## config.mk

```make
export PLATFORM = sky130hd
export DESIGN_NAME = event_serial_port
export DESIGN_NICKNAME = d
export VERILOG_FILES = /design/src/logic/event_serial_pkg.sv /design/src/logic/event_serial_port.sv
export SDC_FILE = /design/constraint.sdc
export NUM_CORES = 1
export LEC_CHECK = 0
export BUFFER_PORTS_ARGS = -buffer_cell sky130_fd_sc_hd__buf_2
export CAP_MARGIN = 10
export CORE_MARGIN = 2
export CORE_UTILIZATION = 35
export CTS_CLUSTER_SIZE = 12
export DETAILED_ROUTE_END_ITERATION = 6
export MAX_ROUTING_LAYER = met4
export SETUP_SLACK_MARGIN = 0.1
export SLEW_MARGIN = 20
export SYNTH_ARGS = -nofsm -noshare
export SYNTH_HDL_FRONTEND = slang
export SYNTH_SLANG_ARGS = --single-unit
export TNS_END_PERCENT = 100
```

## constraint.sdc

```tcl
create_clock -name pclk -period 5.4 [get_ports pclk]
set_input_delay 1.08 -clock pclk [delete_from_list [all_inputs] [get_ports pclk]]
set_output_delay 1.08 -clock pclk [all_outputs]
set_load 0.05 [all_outputs]
```

## src/logic/event_serial_pkg.sv

```systemverilog
// shared constants and state types for the event counter and serial port block
// assumes an APB slave with 32-bit data; register index times four gives the byte address
package event_serial_pkg;

    localparam int ADDR_W = 6;
    localparam int DATA_W = 32;

    // register indexes; byte address is the index times four
    localparam logic [3:0] IDX_TIMER_A_COUNT_LOW = 4'h4;
    localparam logic [3:0] IDX_TIMER_A_COUNT_HIGH = 4'h5;
    localparam logic [3:0] IDX_TIMER_B_COUNT_LOW = 4'h6;
    localparam logic [3:0] IDX_TIMER_B_COUNT_HIGH = 4'h7;
    localparam logic [3:0] IDX_EV_LO = 4'h8;
    localparam logic [3:0] IDX_EV_MID = 4'h9;
    localparam logic [3:0] IDX_EV_HI = 4'hA;
    localparam logic [3:0] IDX_SERIAL = 4'hC;
    localparam logic [3:0] IDX_STATUS = 4'hD;
    localparam logic [3:0] IDX_CTRL_A = 4'hE;
    localparam logic [3:0] IDX_CTRL_B = 4'hF;

    // control register fields
    localparam int CTL_START = 0;
    localparam int CTL_ONESHOT = 3;
    localparam int CTL_LOAD = 4;
    localparam int CTL_SER_TX = 6;
    localparam int CTL_ALARM_SEL = 7;

    // status register fields
    localparam int ST_TA = 0;
    localparam int ST_TB = 1;
    localparam int ST_ALARM = 2;
    localparam int ST_SERIAL = 3;
    localparam int ST_W = 4;

    localparam logic [2:0] LAST_BIT = 3'h7;
    localparam logic [15:0] TIMER_ONE = 16'h0001;
    localparam logic [23:0] EVENT_ONE = 24'h000001;

    typedef struct packed {
        logic [15:0] count;
        logic [15:0] latch;
        logic start;
        logic one_shot;
    } timer_t;

    typedef struct packed {
        timer_t ta;
        timer_t tb;
        logic serial_tx_dir;
        logic alarm_write_select;
        logic [23:0] events;
        logic [23:0] alarm;
        logic [23:0] snapshot;
        logic frozen;
        logic halted;
        logic [2:0] ev_sync;
        logic [2:0] sclk_sync;
        logic [1:0] sdat_sync;
        logic [7:0] shifter;
        logic [7:0] serial_byte_register;
        logic [2:0] bit_count;
        logic tx_pending;
        logic tx_active;
        logic clk_low;
        logic data_low;
        logic [ST_W-1:0] status;
        logic pready;
        logic pslverr;
        logic [DATA_W-1:0] prdata;
        logic alarm_pulse;
        logic serial_pulse;
        logic pin_low_level;
    } state_t;

    localparam state_t STATE_RESET = '0;

endpackage

```

## src/logic/event_serial_port.sv

```systemverilog
// event counter, two interval timers and synchronous serial port behind an APB slave
// assumes event and shift pins are asynchronous to pclk; the shift pins are open-drain
// with pull-ups outside, so the pin value driven is always low and only the enable moves
`timescale 1ns/100ps

module event_serial_port
    import event_serial_pkg::*;
(
    input wire logic pclk,
    input wire logic presetn,
    input wire logic psel,
    input wire logic penable,
    input wire logic pwrite,
    input wire logic [ADDR_W-1:0] paddr,
    input wire logic [DATA_W-1:0] pwdata,
    output logic [DATA_W-1:0] prdata,
    output logic pready,
    output logic pslverr,
    input wire logic time_of_day_counter,
    input wire logic shift_clock_pin_in,
    output logic shift_clock_pin_out,
    output logic shift_clock_pin_oe,
    input wire logic serial_data_pin_in,
    output logic serial_data_pin_out,
    output logic serial_data_pin_oe,
    output logic alarm_event,
    output logic serial_event
);

    state_t s;
    state_t next_s;

    // one step of an interval timer counting the phase clock
    function automatic timer_t timer_next(input timer_t t, input logic wr_lo,
                                          input logic wr_hi, input logic wr_ctl,
                                          input logic [7:0] wdata, output logic underflow);
        timer_t n;
        n = t;
        underflow = 1'b0;
        if (t.start) begin
            if (t.count == '0) begin
                underflow = 1'b1;
                n.count = t.latch;
                if (t.one_shot) begin
                    n.start = 1'b0;
                end
            end else begin
                n.count = t.count - TIMER_ONE;
            end
        end
        // writes land in the latch; the load bit, or a high-byte write to a stopped or one-shot timer, also sets the counter
        if (wr_lo) begin
            n.latch[7:0] = wdata;
        end
        if (wr_hi) begin
            n.latch[15:8] = wdata;
            // a stopped or one-shot timer takes the latch at once
            if (!t.start || t.one_shot) begin
                n.count = {wdata, n.latch[7:0]};
            end
            if (t.one_shot) begin
                n.start = 1'b1;
            end
        end
        if (wr_ctl) begin
            n.start = wdata[CTL_START];
            n.one_shot = wdata[CTL_ONESHOT];
            if (wdata[CTL_LOAD]) begin
                n.count = n.latch;
            end
        end
        return n;
    endfunction

    // true for every index that holds a register
    function automatic logic is_mapped(input logic [3:0] idx);
        return (idx >= IDX_TIMER_A_COUNT_LOW) && (idx != 4'hB);
    endfunction

    // next state of the whole block
    always_comb begin
        logic fetch;
        logic done;
        logic wr;
        logic [3:0] idx;
        logic [7:0] wbyte;
        logic [7:0] rbyte;
        logic ua;
        logic ub;
        logic ev_edge;
        logic sclk_rise;
        logic ev_wr;
        logic [23:0] ev_live;
        logic [23:0] ev_view;
        logic [ST_W-1:0] set_bits;
        fetch = 1'b0;
        done = 1'b0;
        wr = 1'b0;
        idx = paddr[5:2];
        wbyte = pwdata[7:0];
        rbyte = 8'h00;
        ua = 1'b0;
        ub = 1'b0;
        ev_edge = 1'b0;
        sclk_rise = 1'b0;
        ev_wr = 1'b0;
        ev_live = '0;
        ev_view = '0;
        set_bits = '0;
        next_s = s;
        next_s.alarm_pulse = 1'b0;
        next_s.serial_pulse = 1'b0;

        // one wait state: data is fetched on the first access edge, pready follows
        fetch = psel && penable && !s.pready;
        done = psel && penable && s.pready;
        wr = done && pwrite;
        next_s.pready = fetch;
        next_s.pslverr = fetch && !is_mapped(idx);

        // pins pass two flops before anything looks at them
        next_s.ev_sync = {s.ev_sync[1:0], time_of_day_counter};
        next_s.sclk_sync = {s.sclk_sync[1:0], shift_clock_pin_in};
        next_s.sdat_sync = {s.sdat_sync[0], serial_data_pin_in};
        ev_edge = s.ev_sync[1] && !s.ev_sync[2];
        sclk_rise = s.sclk_sync[1] && !s.sclk_sync[2];

        // interval timers
        next_s.ta = timer_next(s.ta, wr && idx == IDX_TIMER_A_COUNT_LOW, wr && idx == IDX_TIMER_A_COUNT_HIGH,
                               wr && idx == IDX_CTRL_A, wbyte, ua);
        next_s.tb = timer_next(s.tb, wr && idx == IDX_TIMER_B_COUNT_LOW, wr && idx == IDX_TIMER_B_COUNT_HIGH,
                               wr && idx == IDX_CTRL_B, wbyte, ub);
        if (wr && idx == IDX_CTRL_A) begin
            next_s.serial_tx_dir = wbyte[CTL_SER_TX];
            next_s.bit_count = '0;
        end
        if (wr && idx == IDX_CTRL_B) begin
            next_s.alarm_write_select = wbyte[CTL_ALARM_SEL];
        end

        // event counter keeps counting whatever the output freeze does
        ev_live = s.events + EVENT_ONE;
        if (ev_edge && !s.halted) begin
            next_s.events = ev_live;
            if (ev_live == s.alarm) begin
                next_s.alarm_pulse = 1'b1;
                set_bits[ST_ALARM] = 1'b1;
            end
        end

        // event writes: counter or alarm, and the counter stops until the low byte
        ev_wr = wr && (idx == IDX_EV_LO || idx == IDX_EV_MID || idx == IDX_EV_HI);
        if (ev_wr) begin
            next_s.halted = (idx != IDX_EV_LO);
            if (s.alarm_write_select) begin
                unique case (idx)
                    IDX_EV_LO: next_s.alarm[7:0] = wbyte;
                    IDX_EV_MID: next_s.alarm[15:8] = wbyte;
                    default: next_s.alarm[23:16] = wbyte;
                endcase
            end else begin
                unique case (idx)
                    IDX_EV_LO: next_s.events[7:0] = wbyte;
                    IDX_EV_MID: next_s.events[15:8] = wbyte;
                    default: next_s.events[23:16] = wbyte;
                endcase
            end
        end

        // reads of the event bytes never see the alarm
        ev_view = s.frozen ? s.snapshot : s.events;
        if (fetch && !pwrite && idx == IDX_EV_HI && !s.frozen) begin
            next_s.frozen = 1'b1;
            next_s.snapshot = s.events;
        end
        if (fetch && !pwrite && idx == IDX_EV_LO) begin
            next_s.frozen = 1'b0;
        end

        if (ua) begin
            set_bits[ST_TA] = 1'b1;
        end
        if (ub) begin
            set_bits[ST_TB] = 1'b1;
        end

        // byte written to the serial register waits for the shifter
        if (wr && idx == IDX_SERIAL) begin
            next_s.serial_byte_register = wbyte;
            next_s.tx_pending = s.serial_tx_dir;
        end

        if (!s.serial_tx_dir) begin
            // receive: the far end owns the clock, both pins are released
            next_s.tx_active = 1'b0;
            next_s.tx_pending = 1'b0;
            next_s.clk_low = 1'b0;
            next_s.data_low = 1'b0;
            if (sclk_rise) begin
                next_s.shifter = {s.shifter[6:0], s.sdat_sync[1]};
                next_s.bit_count = s.bit_count + 3'h1;
                if (s.bit_count == LAST_BIT) begin
                    next_s.serial_byte_register = {s.shifter[6:0], s.sdat_sync[1]};
                    next_s.serial_pulse = 1'b1;
                    set_bits[ST_SERIAL] = 1'b1;
                end
            end
        end else if (ua && s.ta.start && !s.ta.one_shot) begin
            // transmit: each continuous-mode timer A underflow is one half period of the shift clock
            if (!s.tx_active) begin
                if (s.tx_pending) begin
                    next_s.shifter = s.serial_byte_register;
                    next_s.tx_pending = 1'b0;
                    next_s.tx_active = 1'b1;
                    next_s.bit_count = '0;
                end
            end else if (!s.clk_low) begin
                // falling edge: the next bit appears and holds for a full period
                next_s.clk_low = 1'b1;
                next_s.data_low = !s.shifter[7];
            end else begin
                next_s.clk_low = 1'b0;
                next_s.shifter = {s.shifter[6:0], 1'b0};
                next_s.bit_count = s.bit_count + 3'h1;
                if (s.bit_count == LAST_BIT) begin
                    next_s.serial_pulse = 1'b1;
                    set_bits[ST_SERIAL] = 1'b1;
                    if (s.tx_pending) begin
                        next_s.shifter = s.serial_byte_register;
                        next_s.tx_pending = 1'b0;
                    end else begin
                        // clock rests high, data keeps the last bit
                        next_s.tx_active = 1'b0;
                    end
                end
            end
        end

        // status bits are write-one-to-clear; a new event in that cycle still sets
        if (wr && idx == IDX_STATUS) begin
            next_s.status = s.status & ~wbyte[ST_W-1:0];
        end
        next_s.status = next_s.status | set_bits;

        // read data
        unique case (idx)
            IDX_TIMER_A_COUNT_LOW: rbyte = s.ta.count[7:0];
            IDX_TIMER_A_COUNT_HIGH: rbyte = s.ta.count[15:8];
            IDX_TIMER_B_COUNT_LOW: rbyte = s.tb.count[7:0];
            IDX_TIMER_B_COUNT_HIGH: rbyte = s.tb.count[15:8];
            IDX_EV_LO: rbyte = ev_view[7:0];
            IDX_EV_MID: rbyte = ev_view[15:8];
            IDX_EV_HI: rbyte = ev_view[23:16];
            IDX_SERIAL: rbyte = s.serial_byte_register;
            IDX_STATUS: rbyte = {4'h0, s.status};
            IDX_CTRL_A: rbyte = {1'b0, s.serial_tx_dir, 2'b00, s.ta.one_shot, 2'b00, s.ta.start};
            IDX_CTRL_B: rbyte = {s.alarm_write_select, 3'b000, s.tb.one_shot, 2'b00,
                                 s.tb.start};
            default: rbyte = 8'h00;
        endcase
        if (fetch) begin
            next_s.prdata = pwrite ? '0 : {24'h000000, rbyte};
        end
    end

    // the whole state sits in one register; the shift clock synchroniser starts at
    // the wire's pulled-up idle level so no false rising edge follows reset
    always_ff @(posedge pclk or negedge presetn) begin
        if (!presetn) begin
            s <= STATE_RESET;
            s.sclk_sync <= 3'h7;
        end else begin
            s <= next_s;
        end
    end

    assign prdata = s.prdata;
    assign pready = s.pready;
    assign pslverr = s.pslverr;
    // open-drain: only the enable moves, the driven level stays low
    assign shift_clock_pin_out = s.pin_low_level;
    assign serial_data_pin_out = s.pin_low_level;
    assign shift_clock_pin_oe = s.clk_low;
    assign serial_data_pin_oe = s.data_low;
    assign alarm_event = s.alarm_pulse;
    assign serial_event = s.serial_pulse;

endmodule

```

**Yosys cells after proc, flatten, opt, wreduce, memory -nomap -nowiden**

Index checks and enable logic that the tools add are counted.

- Input bits: 46
- Register bits after elaboration: 215
- Logic and storage cells: 192

- Multiplexer cells: 80
- $lt $le $gt $ge: 1
- Add/subtract/negate cells: 4
- Bitwise operators: 4
- Reductions and logical operators: 50
- Eq/ne operators: 20

Operator list:

| kind | number |
|---|---|
| $mux 16 | 10 |
| $mux 8 | 19 |
| $mux 24 | 6 |
| $pmux 8 s11 | 1 |
| $mux 48 | 1 |
| $logic_not 16->1 | 2 |
| $sub 16x1->16 const B | 2 |
| $mux 1 | 31 |
| $eq 4x4->1 const B | 7 |
| $add 24x1->24 const B | 1 |
| $eq 24x24->1 | 1 |
| $logic_and 1x1->1 | 24 |
| $mux 19 | 1 |
| $eq 4x3->1 const B | 4 |
| $mux 5 | 3 |
| $mux 7 | 2 |
| $reduce_and 3->1 | 4 |
| $logic_not 1->1 | 11 |
| $mux 2 | 4 |
| $ne 4x4->1 const B | 2 |
| $ne 3x3->1 const B | 2 |
| $and 4x4->4 | 1 |
| $ge 4x3->1 const B | 1 |
| $logic_or 1x1->1 | 4 |
| 13 further kinds | 15 |

**Longest topological paths before layout**

Gate-level depths: netlist (run 1).

- Depth in word-level cells: 11
- Mapped depth: 10
- Gate-level depth less buffers: 9

**Worst setup path before layout (run 1)**

No wires, ideal clock.

- Path kind: in2reg
- Start point: in paddr[3]
- End point: reg s[78] (netlist bit)
- Cell stages on the path: 7
- Setup slack: 2.425 ns
- Required time: 5.275 ns
- Data arrival time: 2.850 ns
- Cells stage by stage: clkbuf_1 nand2b_1 clkbuf_1 nand2b_1 nor4_2 buf_2 mux2_2

- Cells in the longest elaborated chain, start to end: 3

Ends and longest elaborated chain:

| item | RTL line | text |
|---|---|---|
| start: declaration | event_serial_port.sv:14 | `input wire logic [ADDR_W-1:0] paddr,` |
| $eq 4x4->1 | event_serial_port.sv:172 | `if (fetch && !pwrite && idx == IDX_EV_HI && !s.frozen) begin` |
| $logic_and 1x1->1 (2 in series) | event_serial_port.sv:172 |  |
| end signal: assignment | event_serial_port.sv:273 | `s <= next_s;` |
| end: declaration | event_serial_port.sv:30 | `state_t s;` |

No other way between the ends.
A chain may end at the register's enable or synchronous reset.

==> impl_metrics.ini, run 1 <==
[floorplan]
dieArea_mm2 = 0.0327
num_io_pins = 86
die_x_um = 181
die_y_um = 181
num_rows = 64
initial_utilization_pct = 35.7
core_mm2 = 0.0307

[logic_synthesis]
synth_cell_type_count = 70
netlist_top_cells_area = dfrtp_1 43%, mux2_2 8.4%, nand2_1 5.9%
ys.flop_type = dfrtp_1
synth_top_area_share_pct = 42.9
syn_area_per_cell_um2 = 9.29
synth-async-reset-ratio_pct = 100
synth_area_mm2 = 0.0110
ys_ff_latch = 191
yosys_warnings = 0
synth_top_area_cell = dfrtp_1
synth_edf_count = 0
ys_seq_area_share_pct = 43.7
syn_inst = 1179

[critical_path]
critPathLaunchType = primary input
slowest_stage = nand2b_1
slowest_delay_ns = 0.66
crit_path_end_kind = flip-flop
crit_fanout = 23
crit_chain = buf_2 -> nand2b_1 -> nor2_1 -> nand2_1 -> a21oi_1 -> nand2b_1 -> mux2_2
regToRegStartpoint = s[174]$_DFF_PN0_
crit_type = primary input to flip-flop
cp_common_cell = nand2b_1
cp_num_buf_inv = 1
cp_top_family = simple AND/OR/NAND/NOR gates
startpoint = paddr[5]
reg2reg_slack_ns = 2.38
r2r-end = s[176]$_DFF_PN0_
required_ns = 5.73
r2r_cells = 6
cp.arrival_ns = 3.91

[power_and_ir_drop]
power_density_mw_per_mm2 = 343
cellLeakagePower_nw = 5.01
p_total_mw = 4.06
irDropWorstVdd_uv = 215

[cts]
cts_tree = done
cts.sinks = 191
hold_buffers = 0
h-tree-depth = 4
postCtsSetupBuffers = 0
clk_pin_slew_ns = 0.07
cts_resized = 0
clock_latency_ns = 0.45
clockRootBuffer = clkbuf_16
cts_max_path_buffers = 2
numCtsBuffers = 17

[timing]
fin_ws_ns = 1.82
whs_ns = 0.362
relSlewSlack_pct = 27.6
slew_violations = 0
rsz0062_at_grt = no
period_share_pct = 66.3
hold_violations = 0
setup_viol_count_final = 0
finClkSkew_ns = 0.0129
worstMarginPinSlew_ns = 1.09
setup_tns_ns = 0
maxClockFrequency_mhz = 279
period_needed_ns = 3.58

[drt]
post_drt_wl_per_cell_um = 19.3
final_antenna_net_count = 0
first_pass_iters = 5
via_per_inst = 5.63
dr_total_vias = 8808
finalWirelength_mm = 30.2
drt_iter0_drc = 866
detail_route.drc_violations = 0

[cells_and_area]
final_area_mm2 = 0.0119
largest-register = s
fin_util_pct = 38.6
largest_register_ffs = 172
layoutNonFillerInstCount = 1565
drive_gt1_share_pct = 14.6
syn_to_final_growth_pct = 8.18
nNetsFinal = 1208
n_fill_cell = 3029

[outcome]
status = finished clean

[grt]
grt_max_degree = 102
grtUsageMet1_pct = 26.9
antenna_found_initial = 1
gr-usage-met3_pct = 3.39
met2_usage_pct = 28.6
track_usage_pct = 19.3
grt_pass1_vias = 8388
busiest_layer = met2
overflow = 0
grt_pass1_wl_mm = 48.3

[placement]
dp.final_hpwl_mm = 20.8
dp_cells = 1532
place_ws_ns = 1.41
place_congestion = 0.912
placed_area_mm2 = 0.0112
port_buffers = 33

[run]
max_cap_viol_count = 0

[min_path]
hp-class = flip-flop to flip-flop
min_path_cells = 0
hold_end = next_s[68]$_DFF_PN1_
hp-start = next_s[67]$_DFF_PN1_
## Yosys cell counts (5+ instances only)
library cell / count
dfrtp_1: 188
nand2_1: 171
o21ai_0: 96
mux2_2: 82
nor2_1: 64
a21oi_1: 56
clkbuf_1: 54
mux2i_1: 36
buf_4: 35
nor3_1: 30
xnor2_1: 28
nand3_1: 27
inv_1: 23
xor2_1: 22
a22oi_1: 20
nand4_1: 17
nand2b_1: 15
nor4_1: 15
buf_2: 12
a21o_1: 9
and2_1: 9
a211oi_1: 8
a221oi_1: 8
buf_1: 8
nor2b_1: 8
o21a_1: 8
ha_1: 7
o22ai_1: 7
a221o_1: 6
a31oi_1: 6
nor3b_1: 6
a211o_1: 5
a22o_1: 5
nor4b_1: 5
o21ai_1: 5
o2bb2ai_1: 5
o32ai_1: 5
## routing by layer
layer,wire length (µm),vias to the layer above,share of wire [%]
met5,0,-,0
met4,651,0,2.2
met3,1690,46,5.6
met2,13700,289,45
met1,14200,4342,47
li1,-,4131,-
## final cells by class
| class | count | area, µm² | share of cell area, % |
|---|---|---|---|
| multi-input combinational | 878 | 5610 | 47.3 |
| sequential | 191 | 4780 | 40.4 |
| tap | 396 | 495 | 4.18 |
| clock buffer | 18 | 429 | 3.62 |
| timing repair buffer | 44 | 269 | 2.27 |
| clock inverter | 14 | 179 | 1.51 |
| inverter | 23 | 86.3 | 0.728 |
| antenna | 1 | 2.50 | 0.0211 |
## power by group
group / internal (mW) / total [mW] / switching [mW]
Sequential: 1.62 / 1.95 / 0.329
Combinational: 0.330 / 0.778 / 0.448
Clock: 0.737 / 1.33 / 0.591
## worst max path at each step
stage / endpoint / slack [ns] / cells past startpoint
5_1_grt: s[166]$_DFF_PN0_ / 1.65 / 7
4_1_cts: s[177]$_DFF_PN0_ / 1.86 / 8
3_5_place_dp: s[177]$_DFF_PN0_ / 1.41 / 8
6_report: s[166]$_DFF_PN0_ / 1.82 / 7
2_1_floorplan: s[78]$_DFFE_PN0P_ / 2.43 / 7
3_3_place_gp: s[177]$_DFF_PN0_ / 1.43 / 8
## kinds of logic (layout without fill, tap and decap cells)
group	Yosys count	in the layout	synth area share, %
AO/OA/AOI/OAI	280	280	16.3
XOR/XNOR	50	50	4.00
adder cells (fa/ha/maj)	8	8	0.891
buffers and inverters	135	99	6.17
flip-flops	191	191	43.7
multiplexers	118	118	11.7
other	1	27	0.0342
AND/OR/NAND/NOR	396	396	17.2
## cell usage in the layout (no fill, tap or decap), types with 6 or more instances in the layout
cell type	count
o21a_1	8
xnor2_1	28
a22oi_1	20
o21ai_0	96
nor3b_1	6
nand2b_1	15
and2_1	9
buf_4	10
dfrtp_1	187
a21o_1	9
buf_2	32
mux2i_1	36
nor3_1	30
nor2_1	64
nand3_1	27
a211oi_1	8
nand2_1	171
nor2b_1	8
o22ai_1	7
ha_1	7
a21oi_1	56
conb_1	26
nand4_1	17
a221o_1	6
inv_1	23
mux2_2	82
a221oi_1	8
clkbuf_16	17
nor4_1	15
xor2_1	22
No activity file was read; power rests on OpenSTA's default activity.
==> run 2: changes to the inputs <==
Settings changed: ABC_AREA set to 1.
Clock period 5.4 ns to 3.5 ns, I/O delays scaled along.
==> impl_metrics.ini, run 2 <==
[placement]
port_buffers = 33
place_congestion = 0.933
place_ws_ns = 0.741
dp_cells = 1941
dp.final_hpwl_mm = 25.5

[timing]
slew_violations = 0
setup_tns_ns = 0
fin_ws_ns = 0.906
maxClockFrequency_mhz = 386
worstMarginPinSlew_ns = 0.844
period_needed_ns = 2.59
rsz0062_at_grt = no
finClkSkew_ns = 0.0113
hold_violations = 0
setup_viol_count_final = 0
relSlewSlack_pct = 43.7
period_share_pct = 74.1

[cts]
h-tree-depth = 4
numCtsBuffers = 17
hold_buffers = 0
clock_latency_ns = 0.45
cts_resized = 0
postCtsSetupBuffers = 0
clk_pin_slew_ns = 0.08
cts.sinks = 191
clockRootBuffer = clkbuf_16
cts_tree = done
cts_max_path_buffers = 2

[power_and_ir_drop]
cellLeakagePower_nw = 5.66
power_density_mw_per_mm2 = 592
p_total_mw = 7.29
irDropWorstVdd_uv = 370

[cells_and_area]
drive_gt1_share_pct = 8.27
syn_to_final_growth_pct = 9.63
fin_util_pct = 39.0
layoutNonFillerInstCount = 1973
largest_register_ffs = 172
largest-register = s
final_common_cell = nand2_1
nNetsFinal = 1611
diodes = 0
layout_common_cells = 402 x nand2_1, 197 x o21ai_0, 188 x dfrtp_1

[critical_path]
crit_chain = inv_1 -> ha_1 -> nand3_1 -> nor3_1 -> nand3_1 -> o221ai_1 -> nand2_1 -> a21oi_1
crit_fanout = 11
cp_num_buf_inv = 1
crit_path_end_kind = flip-flop
required_ns = 3.88
cp.arrival_ns = 2.97
cp_common_cell = nand3_1
crit_type = flip-flop to flip-flop
slowest_stage = nand3_1
reg2reg_slack_ns = 0.91
critPathLaunchType = flip-flop
cp_top_family = simple AND/OR/NAND/NOR gates
slowest_delay_ns = 0.57

[run]
max_cap_viol_count = 0

[logic_synthesis]
synth_commonest_cells = 402 x nand2_1, 197 x o21ai_0, 188 x dfrtp_1
yosys_warnings = 0
netlist_top_cells_area = dfrtp_1 42%, nand2_1 13%, o21ai_0 8.8%
synth_area_mm2 = 0.0112
synth_most_common_cell = nand2_1
ys_seq_area_share_pct = 42.6
ys_ff_latch = 191
synth-async-reset-ratio_pct = 100
ys.flop_type = dfrtp_1
synth_cell_type_count = 50
syn_area_per_cell_um2 = 7.31
synth_top_area_cell = dfrtp_1
synth_top_area_share_pct = 41.9
synth_edf_count = 0
syn_inst = 1538

[drt]
via_per_inst = 5.35
drt_iter0_drc = 993
dr_total_vias = 10500
finalWirelength_mm = 35.2
first_pass_iters = 5
final_antenna_net_count = 0
post_drt_wl_per_cell_um = 17.8
detail_route.drc_violations = 0

[floorplan]
die_y_um = 183
num_io_pins = 86
initial_utilization_pct = 35.6
core_mm2 = 0.0316
die_x_um = 183
dieArea_mm2 = 0.0336
num_rows = 65

[grt]
antenna_found_initial = 0
overflow = 0
track_usage_pct = 22.2
grt_pass1_wl_mm = 56.0
grt_max_degree = 87
grt_pass1_vias = 9737

[outcome]
status = finished clean

[min_path]
hp-class = primary input to asynchronous set/reset pin
run 2: where the power goes:
part           leakage (nW)  internal, mW  switching [mW]
combinational          2.97         0.697            1.49
clock                 0.291          1.10           0.977
sequential             2.40          2.57           0.459
run 2: path summary, 6_finish.rpt:
kind / from / endpoint / depth (start not counted)
max: s[166]$_DFF_PN0_ / s[174]$_DFF_PN0_ / 8
min: presetn / s[145]$_DFF_PN0_ / 1
max reg2reg: s[166]$_DFF_PN0_ / s[174]$_DFF_PN0_ / 8
min reg2reg: next_s[70]$_DFF_PN0_ / next_s[71]$_DFF_PN0_ / 0
max in group asynchronous: presetn / s[213]$_DFF_PN0_ / 2
min in group pclk: next_s[70]$_DFF_PN0_ / next_s[71]$_DFF_PN0_ / 0
run 2: stage by stage:
stage               cell area (µm²)  hold WS, ns
global route                  12300        0.336
finish                        12300        0.288
CTS                           12300        0.340
floorplan                     11300        0.331
detailed placement            11700        0.335
global placement              11700        0.333
run 2: worst reg2reg max path, delay by kind of cell (launching register included):
kind	cells	cell delay [ns]
simple gates	4	1.18
flops	1	0.41
compound gates	2	0.51
buf+inv	1	0.23
fa+ha+maj	1	0.20
run 2: layout make-up:
class	instances	area [µm²]
tap	402	503
clock inverter	14	171
timing repair buffer	50	314
fill	3280	19200
sequential	191	4780
multi-input combinational	1110	5400
clock buffer	18	439
inverter	188	706
run 2: logic make-up (layout without fill, tap and decap cells):
group / Yosys count / after routing / share of synthesized area, %
xor gates and xnor gates: 17 / 17 / 1.33
buffers and inverters: 262 / 270 / 10.2
and+or+nand+nor: 677 / 677 / 25.8
other: 1 / 26 / 0.0334
AOI/OAI and AO/OA: 383 / 383 / 19.3
adders and majority gates: 7 / 7 / 0.779
DFF: 191 / 191 / 42.6
run 2: layer usage:
metal	wire, µm	global-route usage [%]
met3	1920	3.02
met2	15500	33.3
met4	688	5.89
met1	17000	31.7
met5	0	-
==> run 3: changes to the inputs <==
Clock period 3.5 ns to 2.35 ns, I/O delays scaled along.
==> impl_metrics.ini, run 3 (synthesis results as in run 2) <==
[outcome]
status = finished with violations
violations = design-rule violations, negative hold slack

[grt]
grt_max_degree = 53
grt_pass1_wl_mm = 57.2
overflow = 0
antenna_found_initial = 0
track_usage_pct = 22.7
grt_pass1_vias = 9924

[drt]
drt_iter0_drc = 1030
final_antenna_net_count = 0
via_per_inst = 5.29
first_pass_iters = 7
finalWirelength_mm = 35.5
detail_route.drc_violations = 1
post_drt_wl_per_cell_um = 17.6
dr_total_vias = 10700

[floorplan]
num_io_pins = 86
die_x_um = 183
num_rows = 65
core_mm2 = 0.0316
die_y_um = 183
initial_utilization_pct = 35.6
dieArea_mm2 = 0.0336

[timing]
period_needed_ns = 2.12
rsz0062_at_grt = yes
setup_viol_count_final = 0
finClkSkew_ns = 0.0134
worstMarginPinSlew_ns = 0.766
slew_violations = 0
hold_violations = 13
relSlewSlack_pct = 48.9
whs_ns = -0.0112
maxClockFrequency_mhz = 472
period_share_pct = 90.2
setup_tns_ns = 0

[cells_and_area]
layout_common_cells = 402 x nand2_1, 197 x o21ai_0, 188 x dfrtp_1
final_common_cell = nand2_1
syn_to_final_growth_pct = 12.9
diodes = 0
drive_gt1_share_pct = 11.0
largest-register = s
fin_util_pct = 40.2
nNetsFinal = 1652
largest_register_ffs = 172

[critical_path]
regToRegStartpoint = s[123]$_DFF_PN0_
crit_fanout = 5
crit_type = flip-flop to flip-flop
cp.arrival_ns = 2.51
required_ns = 2.74
slowest_delay_ns = 0.41
crit_chain = ha_2 -> nand2_2 -> nor2_4 -> nand2_1 -> buf_4 -> o21ai_2 -> nand2_1 -> nand2_1 -> nand2_1 -> nor2_1 -> nand2_1 -> nor2_1 -> nand2_1 -> nand2_1
startpoint = s[123]$_DFF_PN0_
slowest_stage = dfrtp_1
critPathLaunchType = flip-flop
crit_path_end_kind = flip-flop
cp_common_cell = nand2_1

[cts]
numCtsBuffers = 17
clk_pin_slew_ns = 0.08
hold_buffers = 0
cts_tree = done
postCtsSetupBuffers = 0
clock_latency_ns = 0.45
clockRootBuffer = clkbuf_16
h-tree-depth = 4
cts_max_path_buffers = 2
cts.sinks = 191

[power_and_ir_drop]
irDropWorstVdd_uv = 546
power_density_mw_per_mm2 = 864
cellLeakagePower_nw = 5.88

[min_path]
hp-class = primary input to asynchronous set/reset pin

[placement]
dp.final_hpwl_mm = 26.1
place_congestion = 0.946
port_buffers = 33

[run]
max_cap_viol_count = 0
## run 3: worst paths after layout
check | end | slack [ns] | cells past startpoint
worst max-delay path | s[39]$_DFF_PN0_ | 0.23 | 14
worst min-delay path | s[141]$_DFF_PN0_ | -0.01 | 1
min in group pclk | next_s[67]$_DFF_PN1_ | 0.11 | 1
worst max register to register | s[39]$_DFF_PN0_ | 0.23 | 14
max in group asynchronous | next_s[68]$_DFF_PN1_ | 1.68 | 2
worst min register to register | next_s[71]$_DFF_PN0_ | 0.35 | 0
## run 3: area by class of cell
cell class | instances | area [µm²]
clock buffer | 18 | 429
multi-input combinational | 1110 | 5430
fill | 3258 | 18900
tap | 402 | 503
sequential | 191 | 4780
inverter | 188 | 706
timing repair buffer | 91 | 672
clock inverter | 14 | 170
## run 3: where the power goes
| group | total (mW) | switching (mW) | internal (mW) |
|---|---|---|---|
| clock | 3.10 | 1.48 | 1.61 |
| combinational | 3.38 | 2.29 | 1.09 |
| sequential | 4.48 | 0.649 | 3.83 |
| total | 11.0 | 4.42 | 6.53 |
## run 3: critical path, delay by kind of cell (launching register included)
| kind | cells | cell delay [ns] |
|---|---|---|
| and+or+nand+nor | 11 | 1.11 |
| DFF | 1 | 0.41 |
| adders and majority gates | 1 | 0.23 |
| buffers and inverters | 1 | 0.17 |
| AOI/OAI and AO/OA | 1 | 0.16 |
## run 3: repair_timing
action | 4_1_cts | 5_1_grt
resized for setup | 0 | 8
setup endpoints to repair | 0 | 9
endpoints found under the hold margin | 0 | 0
## run 3: stage by stage
step	power [mW]	hold WS (ns)	instance area (µm²)	cells	setup WS, ns
after CTS	10.9	0.0115	12700	2014	0.188
after global routing	11.7	0.0253	12700	2014	0.0511
final	11.0	-0.0112	12700	2014	0.229
after floorplan	6.75	0.174	11300	1563	0.439
after global placement	7.76	0.334	12100	1982	0.218
after detailed placement	7.84	0.335	12100	1982	0.197
## run 3: layer usage
metal / global-route usage, % / part of all wire (%)
met3: 2.68 / 6.3
met4: 5.89 / 1.8
met1: 32.7 / 48
met5: - / 0
met2: 33.9 / 44
